`src/verilog/qss_defs.vh`:
```
// Constants for the quad switch serial control and mode logic
`ifndef QSS_DEFS_VH
`define QSS_DEFS_VH
`define QSS_FRAME_BITS 16
`define QSS_CNT_W 5
`define QSS_ADDR_HI 14
`define QSS_ADDR_LO 10
`define QSS_KEEPALIVE_BIT 15
`define QSS_ADDR_OUTCTL 5'h01
`define QSS_ADDR_INCFG 5'h02
`define QSS_ADDR_SENSE 5'h03
`define QSS_ADDR_WDOG 5'h04
`define QSS_WD_SEL_HI 1
`define QSS_WD_SEL_LO 0
`define QSS_SENSE_EN_BIT 2
`define QSS_FS_ALL_OFF 2'h0
`define QSS_FS_HS0 2'h1
`define QSS_FS_HS0_HS2 2'h2
`define QSS_FS_DISABLED 2'h3
`define QSS_WATCHDOG_EXPIRED_FLAG_MS0 558
`define QSS_WATCHDOG_EXPIRED_FLAG_MS1 279
`define QSS_WATCHDOG_EXPIRED_FLAG_MS2 2250
`define QSS_WATCHDOG_EXPIRED_FLAG_MS3 1125
`define QSS_CLK_KHZ 20000
`define QSS_WATCHDOG_EXPIRED_FLAG_BIT 2
`endif

```
`src/verilog/qss_sync.v`:
```
// Three-stage input synchroniser with agreement filter
`timescale 1ns/10ps
module qss_sync #(
	parameter W = 1
) (
	input wire clock, // System clock
	input wire srst, // Synchronous reset
	input wire [W-1:0] async_in, // Inputs from pins
	output reg [W-1:0] sync_out // Filtered level
);
	reg [W-1:0] s1;
	reg [W-1:0] s2;
	reg [W-1:0] s3;
	genvar i;
	always @(posedge clock) begin
		if (srst) begin
			s1 <= {W{1'b0}};
			s2 <= {W{1'b0}};
			s3 <= {W{1'b0}};
		end else begin
			s1 <= async_in;
			s2 <= s1;
			s3 <= s2;
		end
	end
	generate
		for (i = 0; i < W; i = i + 1) begin : g_bit
			always @(posedge clock) begin
				if (srst)
					sync_out[i] <= 1'b0;
				else if (s2[i] == s3[i])
					sync_out[i] <= s3[i];
			end
		end
	endgenerate
endmodule

```
`src/verilog/qss_top.v`:
```
// Serial control port and mode logic of a four-channel high-side switch
`timescale 1ns/10ps
`include "qss_defs.vh"
module qss_top #(
	parameter CH = 4,
	parameter [31:0] WDTO0 = `QSS_WATCHDOG_EXPIRED_FLAG_MS0 * `QSS_CLK_KHZ,
	parameter [31:0] WDTO1 = `QSS_WATCHDOG_EXPIRED_FLAG_MS1 * `QSS_CLK_KHZ,
	parameter [31:0] WDTO2 = `QSS_WATCHDOG_EXPIRED_FLAG_MS2 * `QSS_CLK_KHZ,
	parameter [31:0] WDTO3 = `QSS_WATCHDOG_EXPIRED_FLAG_MS3 * `QSS_CLK_KHZ
) (
	input wire clock, // 20 MHz system clock
	input wire srst, // Synchronous reset, active high
	input wire sclk, // Serial clock pin
	input wire cs_n, // Chip select pin, active low
	input wire si, // Serial data in
	output reg so, // Serial data out
	output reg so_oe, // Serial out drive enable
	input wire [CH-1:0] direct_inputs, // Direct channel inputs
	input wire wake, // Wake pin
	input wire reset_n, // Device reset pin, active low
	input wire failsafe_select_in, // Fail-safe pin grounded reads zero
	input wire [1:0] failsafe_resistor, // Decoded resistor setting
	input wire [CH-1:0] fault_detect, // Per-channel fault conditions
	output reg [CH-1:0] high_side_outputs, // Channel drive
	output reg fault_flag_n_oe, // Open-drain fault pulldown enable
	output reg [1:0] current_sense_sel, // Sensed channel
	output reg current_sense_out_oe, // Sense output enable
	output reg [1:0] mode // 0 sleep,1 normal,2 fault,3 fail-safe
);
	localparam ST_SLEEP = 4'h1;
	localparam ST_NORMAL = 4'h2;
	localparam ST_FAULT = 4'h4;
	localparam ST_FSAFE = 4'h8;
	wire [5+CH-1:0] pin_raw;
	wire [5+CH-1:0] pin_sync;
	wire sclk_s;
	wire cs_s;
	wire si_s;
	wire wake_s;
	wire rstn_s;
	wire [CH-1:0] din_s;
	reg sclk_d;
	reg cs_d;
	reg wake_d;
	reg rstn_d;
	reg fsi_d;
	reg [15:0] shift_in;
	reg [15:0] shift_out;
	reg [`QSS_CNT_W-1:0] fall_cnt;
	reg [CH-1:0] cfg_on;
	reg [2*CH-1:0] cfg_incomb;
	reg [2:0] cfg_sense;
	reg [1:0] cfg_wd;
	reg keepalive_toggle;
	reg [CH-1:0] fault_latch;
	reg [31:0] wd_cnt;
	reg wd_run;
	reg [3:0] state;
	reg [3:0] next_state;
	reg [31:0] wd_limit;
	reg [CH-1:0] next_hs;
	reg [1:0] next_mode;
	wire sclk_rise;
	wire sclk_fall;
	wire cs_fall;
	wire cs_rise;
	wire [4:0] addr;
	wire [15:0] status_word;
	wire fsi_s;
	wire fs_enabled;
	wire fail_exit;
	integer k;

	// Select enters inverted so the synchroniser's cleared state is the idle level, giving no false edge after reset
	assign pin_raw = {{(CH-1){1'b0}}, failsafe_select_in, reset_n, wake, si, ~cs_n, sclk};
	qss_sync #(.W(6)) u_sync (
		.clock(clock),
		.srst(srst),
		.async_in(pin_raw[5:0]),
		.sync_out(pin_sync[5:0])
	);
	qss_sync #(.W(CH)) u_sync_din (
		.clock(clock),
		.srst(srst),
		.async_in(direct_inputs),
		.sync_out(din_s)
	);
	assign pin_sync[5+CH-1:6] = {(CH-1){1'b0}};
	assign sclk_s = pin_sync[0];
	assign cs_s = ~pin_sync[1];
	assign si_s = pin_sync[2];
	assign wake_s = pin_sync[3];
	assign rstn_s = pin_sync[4];
	assign fsi_s = pin_sync[5];

	assign sclk_rise = sclk_s & ~sclk_d & ~cs_s;
	assign sclk_fall = ~sclk_s & sclk_d & ~cs_s;
	assign cs_fall = ~cs_s & cs_d;
	assign cs_rise = cs_s & ~cs_d;
	assign addr = shift_in[`QSS_ADDR_HI:`QSS_ADDR_LO];
	assign fs_enabled = fsi_s;
	assign fail_exit = (wake_d & rstn_d & ~wake_s & ~rstn_s) | (fsi_d & ~fsi_s);
	// Status: fault latches, four zero bits, output state, expired flag
	assign status_word = {fault_latch, 4'h0, high_side_outputs, 1'b0,
		(state == ST_FSAFE), 2'h0};

	always @(posedge clock) begin
		if (srst) begin
			sclk_d <= 1'b0;
			cs_d <= 1'b1;
			wake_d <= 1'b0;
			rstn_d <= 1'b0;
			fsi_d <= 1'b0;
		end else begin
			sclk_d <= sclk_s;
			cs_d <= cs_s;
			wake_d <= wake_s;
			rstn_d <= rstn_s;
			fsi_d <= fsi_s;
		end
	end

	// Serial shifting and frame commit
	always @(posedge clock) begin
		if (srst) begin
			shift_in <= 16'h0000;
			shift_out <= 16'h0000;
			fall_cnt <= 5'h00;
			so <= 1'b0;
			so_oe <= 1'b0;
			cfg_on <= {CH{1'b0}};
			cfg_incomb <= {2*CH{1'b0}};
			cfg_sense <= 3'h0;
			cfg_wd <= 2'h0;
			keepalive_toggle <= 1'b0;
		end else begin
			so_oe <= ~cs_s;
			if (cs_fall) begin
				shift_out <= status_word;
				so <= status_word[15];
				fall_cnt <= 5'h00;
			end else if (sclk_rise && fall_cnt != 5'h00) begin
				so <= shift_out[15];
			end
			if (sclk_fall) begin
				shift_in <= {shift_in[14:0], si_s};
				shift_out <= {shift_out[14:0], 1'b0};
				if (fall_cnt != 5'h1F)
					fall_cnt <= fall_cnt + 5'h01;
			end
			if (!rstn_s || state == ST_SLEEP) begin
				cfg_on <= {CH{1'b0}};
				cfg_incomb <= {2*CH{1'b0}};
				cfg_sense <= 3'h0;
				cfg_wd <= 2'h0;
			end
			if (cs_rise && fall_cnt == `QSS_FRAME_BITS && rstn_s) begin
				keepalive_toggle <= shift_in[`QSS_KEEPALIVE_BIT];
				case (addr)
				`QSS_ADDR_OUTCTL: begin
					cfg_on <= shift_in[CH-1:0];
				end
				`QSS_ADDR_INCFG: begin
					cfg_incomb <= shift_in[2*CH-1:0];
				end
				`QSS_ADDR_SENSE: begin
					cfg_sense <= shift_in[2:0];
				end
				`QSS_ADDR_WDOG: begin
					cfg_wd <= shift_in[`QSS_WD_SEL_HI:`QSS_WD_SEL_LO];
				end
				default: begin
					cfg_wd <= cfg_wd;
				end
				endcase
			end
		end
	end

	// Fault latches: set wins over clear
	always @(posedge clock) begin
		if (srst || !rstn_s)
			fault_latch <= {CH{1'b0}};
		else if (cs_rise && fall_cnt == `QSS_FRAME_BITS)
			fault_latch <= fault_detect;
		else
			fault_latch <= fault_latch | fault_detect;
	end

	always @* begin
		case (cfg_wd)
		2'h0: wd_limit = WDTO0;
		2'h1: wd_limit = WDTO1;
		2'h2: wd_limit = WDTO2;
		default: wd_limit = WDTO3;
		endcase
	end

	// Watchdog
	always @(posedge clock) begin
		if (srst || !fs_enabled) begin
			wd_cnt <= 32'h0000_0000;
			wd_run <= 1'b0;
		end else if ((rstn_s & ~rstn_d) || (wake_s & ~wake_d)) begin
			// The pin rise is seen while state still reads sleep, so it must win
			wd_cnt <= 32'h0000_0000;
			wd_run <= 1'b1;
		end else if (state == ST_SLEEP) begin
			wd_cnt <= 32'h0000_0000;
			wd_run <= 1'b0;
		end else begin
			if (cs_rise && fall_cnt == `QSS_FRAME_BITS
				&& shift_in[`QSS_KEEPALIVE_BIT] != keepalive_toggle)
				wd_cnt <= 32'h0000_0000;
			else if (wd_run && state == ST_NORMAL && wd_cnt < wd_limit)
				wd_cnt <= wd_cnt + 32'h0000_0001;
		end
	end

	always @* begin
		next_state = state;
		case (state)
		ST_SLEEP: begin
			if (wake_s || rstn_s)
				next_state = ST_NORMAL;
		end
		ST_NORMAL, ST_FAULT: begin
			if (!wake_s && !rstn_s)
				next_state = ST_SLEEP;
			else if (fs_enabled && wd_run && wd_cnt >= wd_limit)
				next_state = ST_FSAFE;
			else if (fault_detect != {CH{1'b0}})
				next_state = ST_FAULT;
			else
				next_state = ST_NORMAL;
		end
		ST_FSAFE: begin
			if (fail_exit || !fs_enabled)
				next_state = (!wake_s && !rstn_s) ? ST_SLEEP : ST_NORMAL;
		end
		default: next_state = ST_SLEEP;
		endcase
	end

	always @* begin
		next_hs = {CH{1'b0}};
		next_mode = 2'h0;
		case (state)
		ST_FSAFE: begin
			next_mode = 2'h3;
			case (failsafe_resistor)
			`QSS_FS_HS0: next_hs[0] = 1'b1;
			`QSS_FS_HS0_HS2: begin
				next_hs[0] = 1'b1;
				next_hs[2] = 1'b1;
			end
			default: next_hs = {CH{1'b0}};
			endcase
		end
		ST_NORMAL, ST_FAULT: begin
			next_mode = (state == ST_FAULT) ? 2'h2 : 2'h1;
			for (k = 0; k < CH; k = k + 1) begin
				case (cfg_incomb[2*k +: 2])
				2'h0: next_hs[k] = din_s[k];
				2'h1: next_hs[k] = din_s[k] | cfg_on[k];
				2'h2: next_hs[k] = din_s[k] & cfg_on[k];
				default: next_hs[k] = cfg_on[k];
				endcase
				if (fault_detect[k])
					next_hs[k] = 1'b0;
			end
		end
		default: next_hs = {CH{1'b0}};
		endcase
	end

	always @(posedge clock) begin
		if (srst) begin
			state <= ST_SLEEP;
			high_side_outputs <= {CH{1'b0}};
			mode <= 2'h0;
			fault_flag_n_oe <= 1'b0;
			current_sense_sel <= 2'h0;
			current_sense_out_oe <= 1'b0;
		end else begin
			state <= next_state;
			high_side_outputs <= next_hs;
			mode <= next_mode;
			fault_flag_n_oe <= (fault_detect != {CH{1'b0}}) || (fault_latch != {CH{1'b0}});
			current_sense_sel <= cfg_sense[1:0];
			current_sense_out_oe <= cfg_sense[`QSS_SENSE_EN_BIT] && state != ST_SLEEP;
		end
	end
endmodule
```
`config.mk`:
```
export PLATFORM = sky130hd
export DESIGN_NAME = qss_top
export DESIGN_NICKNAME = d
export VERILOG_FILES = /design/src/verilog/qss_sync.v /design/src/verilog/qss_top.v
export VERILOG_INCLUDE_DIRS = /design/src /design/src/verilog
export SDC_FILE = /design/constraint.sdc
export NUM_CORES = 1
export LEC_CHECK = 0
export ABC_AREA = 0
export BUFFER_PORTS_ARGS = -buffer_cell sky130_fd_sc_hd__buf_2
export CORE_MARGIN = 3
export CORE_UTILIZATION = 50
export CTS_BUF_LIST = sky130_fd_sc_hd__clkbuf_16
export CTS_CLUSTER_DIAMETER = 40
export DETAILED_ROUTE_END_ITERATION = 16
export GPL_TIMING_DRIVEN = 0
export HOLD_SLACK_MARGIN = 0.06
export PLACE_DENSITY = 0.7
export SYNTH_ARGS = -nofsm -noshare
export SYNTH_HDL_FRONTEND = slang
export SYNTH_SLANG_ARGS = --single-unit
```
`constraint.sdc`:
```
create_clock -name clock -period 3.2 [get_ports clock]
set_clock_uncertainty 0.05 [all_clocks]
set_input_delay 0.32 -clock clock [delete_from_list [all_inputs] [get_ports clock]]
set_output_delay 0.32 -clock clock [all_outputs]
set_load 0.005 [all_outputs]
```
Yosys cells after proc, flatten, opt, wreduce, memory -nomap -nowiden. Index checks and enable logic that the tools add are counted.

Add/sub/neg operators: 2. Order comparisons: 2. Equality and inequality tests: 37. Mux-type cells: 43. Bitwise logic cells: 32. Reduce and logical (&&, ||, !) cells: 36.

Operators with widths (count): 26-bit one-hot mux with 3 select lines (1); 32-bit by 1-bit adder with 32-bit output (second input constant) (1); 32-bit >= comparator (1); 32-bit < comparator (1); 16-bit 2-to-1 mux (2); 4-bit 2-to-1 mux (8); 8-bit 2-to-1 mux (3); 1-bit bitwise AND (16); 5-bit 2-to-1 mux (3); 2-bit by 1-bit == test with 1-bit output (second input constant) (6); 2-bit == test (second input constant) (6); 3-bit 2-to-1 mux (4); 1-bit one-hot mux with 3 select lines (4); 4-bit one-hot mux with 3 select lines (1); 1-bit == test (10); 5-bit by 2-bit == test with 1-bit output (second input constant) (2); 1-bit logical AND (10); 2-bit zero test (5); 1-bit 2-to-1 mux (10); 1-bit NOT (10); 2-bit 2-to-1 mux (4); 2-bit one-hot mux with 2 select lines (2); 4-bit one-hot mux with 2 select lines (1); 4-bit nonzero test (2); 23 further kinds (39).

Bits in registers: 152. Input bits: 18. Logic and storage cells: 192.

Logic depth before layout (Yosys ltp). Gate-level depths: netlist of run 1.

Depth in word-level cells: 7. Gate-level depth with buffers: 11. Mapped depth without buffers: 10.

By module. Synthesis of run 1 repeated with hierarchy kept, for this count alone.

Cell total of the unflattened synthesis: 728. Area, all modules: 6387.4 µm².

Modules (own cells, without submodules): qss_top (instances 1, cells an instance 625, area an instance 5180.0 µm²); qss_sync (u_sync) (instances 1, cells an instance 62, area an instance 720.7 µm²); qss_sync (u_sync_din) (instances 1, cells an instance 41, area an instance 486.7 µm²).

Worst setup path after synthesis of run 1. No wires, ideal clock.

Path kind: register to register. From: register cfg_wd[0]. To: register wd_cnt[22]. Library setup time: 0.071 ns. Data arrival time: 2.841 ns. Data required time: 3.079 ns. Slack: 0.238 ns. Cell stages (with the launch flop): 11. Cell sequence: dfxtp_1 -> inv_1 -> ha_1 -> inv_1 -> ha_1 -> nand4_1 -> nor2_1 -> a221oi_1 -> o2111ai_1 -> or4_1 -> a21oi_1.

Cells in the longest elaborated chain, start to end: 4.

Ends and longest elaborated chain: start: declaration (line qss_top.v:53) `reg [1:0] cfg_wd;`; start signal: assignment (line qss_top.v:170) `` cfg_wd <= shift_in[`QSS_WD_SEL_HI:`QSS_WD_SEL_LO]; ``; start signal: assignment (line qss_top.v:173) `cfg_wd <= cfg_wd;`; 2-bit == test, or another cell as far along (line qss_top.v:191) `case (cfg_wd)`; 26-bit one-hot mux with 3 select lines (*) (line qss_top.v:191); 32-bit < comparator (*) (line qss_top.v:215) `else if (wd_run && state == ST_NORMAL && wd_cnt < wd_limit)`; 1-bit logical AND (*) (line qss_top.v:215); end signal: assignment (line qss_top.v:216) `wd_cnt <= wd_cnt + 32'h0000_0001;`; end: declaration (line qss_top.v:56) `reg [31:0] wd_cnt;`.

Mark *: on every way between the ends. The rest lies on a longest branch, timed or not. A chain may end at the register's enable or synchronous reset.

Worst setup path after layout of run 1. Ends and elaborated chain as after synthesis.

==> qor.txt, run 1 <==
worst reg2reg endpoint - wd_cnt[22]
fmax - 323 MHz
area delta synth->final - 18.8%
H-tree depth - 4
pin count of the biggest net entering global routing - 17
Top FF cell, synth - dfxtp_1
cells after synthesis - 730
crit path kind - reg -> reg
port bufs - 29
FILL cells - 1,027
Final Non-Filler Cells - 974
Critical Path AT - 3400 ps
CTS Buf Count - 17
Final GP Congestion - 0.814
Antenna Nets Post-Route - 0
Finish-stage setup viols - 0
worst-case clock buffer depth - 2
die width - 118 um
Antenna Cells - 0
Synth cell types - 48
row count - 40
Seq/Total Area, Yosys - 47.7%
Clock Latency Late Sink - 420 ps
number of synthesized flops with an enable pin - 0
hpwl dp - 10.6 mm
maxcap violations - 0
Max Slew Vio Count - 0
# IOs - 30
Worst EP required - 3500 ps
reg2reg setup slack - 100 ps
Clock Pin Slew Worst Setup and Hold Paths - 60 ps
placed cells - 927
R2R cell count - 10
P_leak - 0.00263 uW
worst-margin pin slew - 746 ps
Die Height - 118 um
Setup crit start kind - flip-flop
CP max FO - 6
fraction of registers with async set/reset - 0%
DR vias - 5,427
Initial Util - 51.8%
Mapped Avg Cell Area - 8.62 um2
Sink Count - 150
outcome - complete, no violations
Worst setup EP type - flip-flop
fin crit share - 96.9%
fin crit period - 3100 ps
GRT Util Overall - 22.2%
Wirelength per Cell - 15.6 um
YS warnings - 0
pre-CTS setup slack - -685 ps
TritonCTS clock tree - yes
timing endpoint of the critical path - wd_cnt[22]
aggregate global routing overflow - 0
synthesis-stage register bit count - 150
die area - 14,000 um2
utilization after layout - 61.5%
slack of the critical path - 99.9 ps
vias in the first global route - 5,256
PD cells - 523 nW/um2
TritonRoute pass-1 iters - 5
Worst Hold Class - in -> reg
root buf cell - clkbuf_16
share of cells above drive strength 1 - 10.5%
Hold Vio Cnt, Final - 0
initial drt markers - 389
nets - 844
Slew HR - 50.1%
CORE AREA - 12,200 um2
DRC viols - 0
critical path startpoint - cfg_wd[0]
syn_nets - 781
Mapped Area - 6300 um2
initial antenna violation count - 0
reg2reg start - cfg_wd[0]
DR vias/cell - 5.57
final WL - 15.2 mm
first-pass GRT wire length - 25.2 mm
Max IR drop VDD - 472 uV
==> sequential cells by signal, indices dropped and copies added (netlist names), 6 cells and up <==
register,cells
cfg_incomb,8
shift_in,16
shift_out,14
u_sync.s1,6
u_sync.s2,6
u_sync.s3,6
u_sync.sync_out,6
wd_cnt,32
==> layer usage <==
layer  up-vias  GRT usage [%]  share of wire [%]
met5         -              0                  0
li1       2715              -                  -
met1      2547           28.2                 46
met3        35           5.22                4.2
met2       130           36.5                 48
met4         0           9.08                2.4
==> how the worst min path moves through the flow <==
| stage | start | to | slack (ps) | cells past startpoint |
|---|---|---|---|---|
| final | direct_inputs[2] | u_sync_din.s1[2] | 70 | 2 |
| after global routing | fault_detect[1] | high_side_outputs[1] | 80 | 2 |
| after CTS | direct_inputs[2] | u_sync_din.s1[2] | 70 | 2 |
| after detailed placement | u_sync_din.s1[1] | u_sync_din.s2[1] | 380 | 1 |
| after global placement | u_sync.s1[0] | u_sync.s2[0] | 370 | 1 |
| after floorplan | cs_n | u_sync.s1[1] | 340 | 1 |
==> synth_stat cells, drive strengths merged (2+ instances only) <==
master / n / area (um2)
dfxtp: 150 / 3000
a21oi: 94 / 470
nand2: 92 / 345
nor2: 57 / 214
nor2b: 37 / 231
nand3: 36 / 180
clkbuf: 35 / 131
ha: 33 / 413
o21ai: 33 / 165
inv: 23 / 86.3
or3: 17 / 106
nand4: 12 / 75.1
a311oi: 9 / 78.8
or4: 8 / 60.1
a22oi: 7 / 52.6
and2: 7 / 43.8
nor3: 7 / 35.0
o31ai: 7 / 52.6
and4: 6 / 52.6
nand2b: 5 / 31.3
nor4: 5 / 31.3
o2111ai: 5 / 43.8
xnor2: 5 / 43.8
a21o: 3 / 22.5
and3: 3 / 18.8
nand3b: 3 / 22.5
nor3b: 3 / 22.5
or2: 3 / 18.8
a2111o: 2 / 22.5
a211oi: 2 / 15.0
mux2i: 2 / 20.0
nor4b: 2 / 17.5
o32a: 2 / 20.0
==> report_power, final <==
part | switching (uW) | internal, uW
logic | 43.5 | 29.6
registers | 5.50 | 1880
clock network | 797 | 1150
total | 846 | 3060
==> cells in the final DEF (no fill, tap or decap), drive strengths merged, types with 5 or more instances in the layout <==
cell type / count
nand2: 92
ha: 33
nand4: 12
nand2b: 5
a311oi: 9
nor2: 57
nor3: 7
dfxtp: 150
or4: 8
xnor2: 5
and2: 7
a22oi: 7
inv: 28
nor4: 5
clkbuf: 51
o2111ai: 5
or3: 17
nand3: 36
nor2b: 37
and4: 6
a21oi: 94
buf: 36
o31ai: 7
o21ai: 33
dlygate4sd3: 9
==> critical path, stage by stage (launching register included) <==
cell	delay [ps]
dfxtp_4	400
ha_2	190
inv_1	100
ha_1	330
a21o_1	180
a2111o_1	410
a2111oi_4	340
buf_6	190
o2111ai_4	140
or4_4	540
a21oi_1	160
==> metrics by stage <==
stage	TNS (ps)	power [uW]	hold slack (ps)	cell area, um2
after global routing	-0.472	4030	81.7	7480
after floorplan	0	1960	337	6300
final	0	3910	70.0	7480
after detailed placement	-13960	2000	375	6650
after global placement	-9180	1990	366	6650
after CTS	0	3940	65.1	7390
==> repair_timing <==
action                     CTS  global route
setup buffers                2             4
resized for setup           14            10
hold buffers                 9             0
pin swaps                    1             2
hold endpoints to repair     9             0
setup endpoints to repair   30            25
==> final cells by class <==
cell class / count / area (um2) / area share [%]
Buffer: 35 / 145 / 1.94
Clock buffer: 17 / 425 / 5.69
Clock inverter: 15 / 151 / 2.02
Inverter: 23 / 90.1 / 1.20
Multi-Input combinational cell: 522 / 3160 / 42.3
Sequential cell: 150 / 3010 / 40.3
Tap cell: 168 / 210 / 2.81
Timing Repair Buffer: 44 / 284 / 3.80
==> kinds of logic (layout without fill, tap and decap cells) <==
family | count (synthesis) | after routing | synth area share, %
and+or+nand+nor | 307 | 307 | 24.5
adders and majority gates | 33 | 33 | 6.56
buffers and inverters | 58 | 134 | 3.46
xor gates and xnor gates | 6 | 6 | 0.835
AOI/OAI and AO/OA | 173 | 173 | 16.4
muxes | 3 | 3 | 0.497
DFF | 150 | 150 | 47.7
No activity file was read; power rests on OpenSTA's default activity.
==> run 2, diff against run 1 <==
- SYNTH_HIERARCHICAL: not set -> 1
==> qor.txt, run 2 <==
DR vias/cell - 5.57 (about the same)
fin crit period - 3050 ps (-45.6 ps)
vias in the first global route - 5,151 (-2.0%)
Largest register FFs - 32 (unchanged)
area delta synth->final - 19.9%
die area - 14,200 um2 (+1.4%)
crit path kind - reg -> reg
buffers and inverters on the worst path - 3 (+1)
metal3 WL - 732 um (+15%)
Mapped Avg Cell Area - 8.77 um2 (+1.7%)
DRC viols - 0 (unchanged)
worst-margin pin slew - 1340 ps (+591 ps)
row count - 40 (unchanged)
Final GP Congestion - 0.880 (+8.2%)
outcome - complete, no violations
P_leak - 0.00274 uW (+4.0%)
utilization after layout - 62.4% (+0.96 points)
Synth Area in Compound Gates - 16.7% (+0.29 points)
first-pass GRT wire length - 23.8 mm (-5.3%)
YS warnings - 6 (+6)
DR vias - 5,432 (+0.092%)
CP max FO - 7 (+1)
H-tree depth - 4 (unchanged)
most frequent cells in the layout - 148 x dfxtp_1, 94 x nand2_1, 90 x a21oi_1, 54 x nor2_1, 32 x nand3_1
share of cells above drive strength 1 - 13.9% (+3.3 points)
CP max-delay cell - or4_1
synthesis-stage register bit count - 150 (unchanged)
fin crit share - 95.5% (-1.4 points)
XOR/XNOR Fraction of Synth Area - 0.823% (-0.012 points)
Setup crit start kind - flip-flop
Post-synth top cells - 150 x dfxtp_1, 94 x nand2_1, 93 x a21oi_1, 55 x nor2_1, 33 x ha_1
nets - 846 (+0.24%)
Worst setup EP type - flip-flop
crit-path cells - clkinvlp_4 -> ha_2 -> inv_2 -> ha_1 -> a2111o_1 -> a2111oi_4 -> buf_6 -> o2111ai_4 -> or4_1 -> a21oi_1
hpwl dp - 10.0 mm (-6.0%)
setup TNS - 0 ps (unchanged)
number of synthesized flops with an enable pin - 0 (unchanged)
Seq/Total Area, Yosys - 47.0% (-0.68 points)
PD cells - 520 nW/um2 (-0.45%)
Max Slew Vio Count - 0 (unchanged)
Sink Count - 150 (unchanged)
Antenna Nets Post-Route - 0 (unchanged)
Max Used Layer - met4
Synth Area in Adders - 6.46% (-0.094 points)
syn_nets - 779 (-0.26%)
RSZ-0062 raised after global routing - true
Top FF cell, synth - dfxtp_1
CORE AREA - 12,300 um2 (+0.82%)
Worst EP required - 3500 ps (about the same)
Critical Path AT - 3350 ps (-50 ps)
Slew HR - 10.0% (-40 points)
Mapped Area - 6390 um2 (+1.5%)
share of the synthesized area in the top cell type - 47.0% (-0.68 points)
Die Height - 119 um (+0.69%)
post-route cell area - 7660 um2 (+2.4%)
area of placed instances - 6740 um2 (+1.4%)
Antenna Cells - 0 (unchanged)
mux contribution to synthesized area - 0.490% (-0.0071 points)
initial drt markers - 515 (+32%)
Clock Latency Late Sink - 420 ps (about the same)
Metal-1 WL - 6.88 mm (-0.45%)
root buf cell - clkbuf_16
fraction of registers with async set/reset - 0% (unchanged)
worst-case clock buffer depth - 2 (unchanged)
most common cell after layout, fill and taps aside - dfxtp_1
Synth area leader - dfxtp_1
Finish-stage setup viols - 0 (unchanged)
Regs by FF count - wd_cnt (32), shift_in (16), shift_out (14)
port bufs - 29 (unchanged)
maxcap violations - 0 (unchanged)
CP peak stage delay - 610 ps (+70 ps)
largest family of logic cells by synthesized area - simple AND/OR/NAND/NOR gates
Clock Pin Slew Worst Setup and Hold Paths - 60 ps (about the same)
cell family with most CP delay - compound AO/OA/AOI/OAI gates
TritonCTS clock tree - yes
Most flops, register - wd_cnt
die width - 119 um (+0.69%)
Hold Vio Cnt, Final - 0 (unchanged)
GRT Util Overall - 20.8% (-1.5 points)
cell with the most instances after synthesis - dfxtp_1
Synth cell types - 56 (+17%)
post-synthesis simple-gate area fraction - 24.5% (-0.057 points)
TritonRoute pass-1 iters - 5 (unchanged)
initial antenna violation count - 0 (unchanged)
final WL - 14.7 mm (-3.3%)
cells after synthesis - 728 (-0.27%)
fmax - 327 MHz (+1.5%)
pin count of the biggest net entering global routing - 17 (unchanged)
Max IR drop VDD - 338 uV (-28%)
Area contributors post-synth - dfxtp_1 47%, a21oi_1 7.3%, ha_1 6.5%
Wirelength per Cell - 15.0 um (-3.4%)
Met2 Routed Length - 6.79 mm (-6.2%)
aggregate global routing overflow - 0 (unchanged)
Worst Hold Class - in -> reg
CTS Buf Count - 17 (unchanged)
# IOs - 30 (unchanged)
Initial Util - 52.1% (+0.32 points)
-- run 2: cell types whose count changed in the layout (fill, tap and decap cells not counted), sizes merged, moves of 5 or more --
cell    change
clkbuf      -6
or4         +6
nor2b      -10
o21ai       -5
buf        +11
and2b      +10
o31ai       +5
-- run 2: area by class of cell --
class	count	area, um2
multi-input cells	516	3250
flip-flops and latches	150	3010
plain buffers	34	169
inverters	28	109
clock buffers	17	425
repair buffers	48	314
fillers	1013	4600
clock inverters	14	169
well taps	168	210
-- run 2: through the flow --
| stage | std cells | hold WS (ps) | setup slack [ps] | power, uW |
|---|---|---|---|---|
| floorplan | 728 | 349 | 200 | 1970 |
| global placement | 925 | 370 | -406 | 2000 |
| detailed placement | 925 | 372 | -538 | 2000 |
| CTS | 968 | 60.7 | 6.06 | 4010 |
| global route | 975 | 67.8 | -55.2 | 4100 |
| finish | 975 | 72.7 | 145 | 3980 |
-- run 2: worst paths after layout --
| kind | from | to | slack, ps | cells after the start |
|---|---|---|---|---|
| worst max-delay path | cfg_wd[0] | wd_cnt[21] | 150 | 10 |
| worst min register to register | u_sync/s1[5] | u_sync/s2[5] | 380 | 1 |
| worst max register to register | cfg_wd[0] | wd_cnt[21] | 150 | 10 |
| worst min-delay path | direct_inputs[3] | u_sync_din/s1[3] | 70 | 2 |
-- run 2: logic make-up (layout without fill, tap and decap cells) --
group	count (synthesis)	after routing
multiplexers	3	3
flip-flops	150	150
buffers and inverters	62	141
XOR/XNOR	6	6
AO/OA/AOI/OAI	174	174
adder cells (fa/ha/maj)	33	33
AND/OR/NAND/NOR	300	300
-- run 2: worst register-to-register path, cell delays in order (launching register included) --
cell        delay, ps
dfxtp_4           420
clkinvlp_4        180
ha_2              220
inv_2              70
ha_1              250
a2111o_1          450
a2111oi_4         210
buf_6             180
o2111ai_4         200
or4_1             610
a21oi_1           140
-- run 2: report_power, final --
group	internal (uW)	leakage (uW)	switching (uW)
Combinational	33.7	0.00122	40.0
Sequential	1880	0.00121	6.03
Clock	1280	0.000299	741
Total	3200	0.00274	787
-- run 2: what timing repair did --
| item | in CTS | in global routing |
|---|---|---|
| cloned | 0 | 1 |
| gates resized for setup | 15 | 21 |
| pin swaps | 2 | 9 |
| setup buffers | 5 | 6 |
| hold buffers | 7 | 0 |
| hold endpoints to repair | 7 | 0 |
| setup endpoints to repair | 25 | 26 |
-- run 2: layer usage --
metal | GRT usage, % | up-vias
met5 | 0 | -
met4 | 8.18 | 0
met3 | 5.41 | 24
met2 | 33.0 | 116
met1 | 27.0 | 2570
li1 | - | 2722
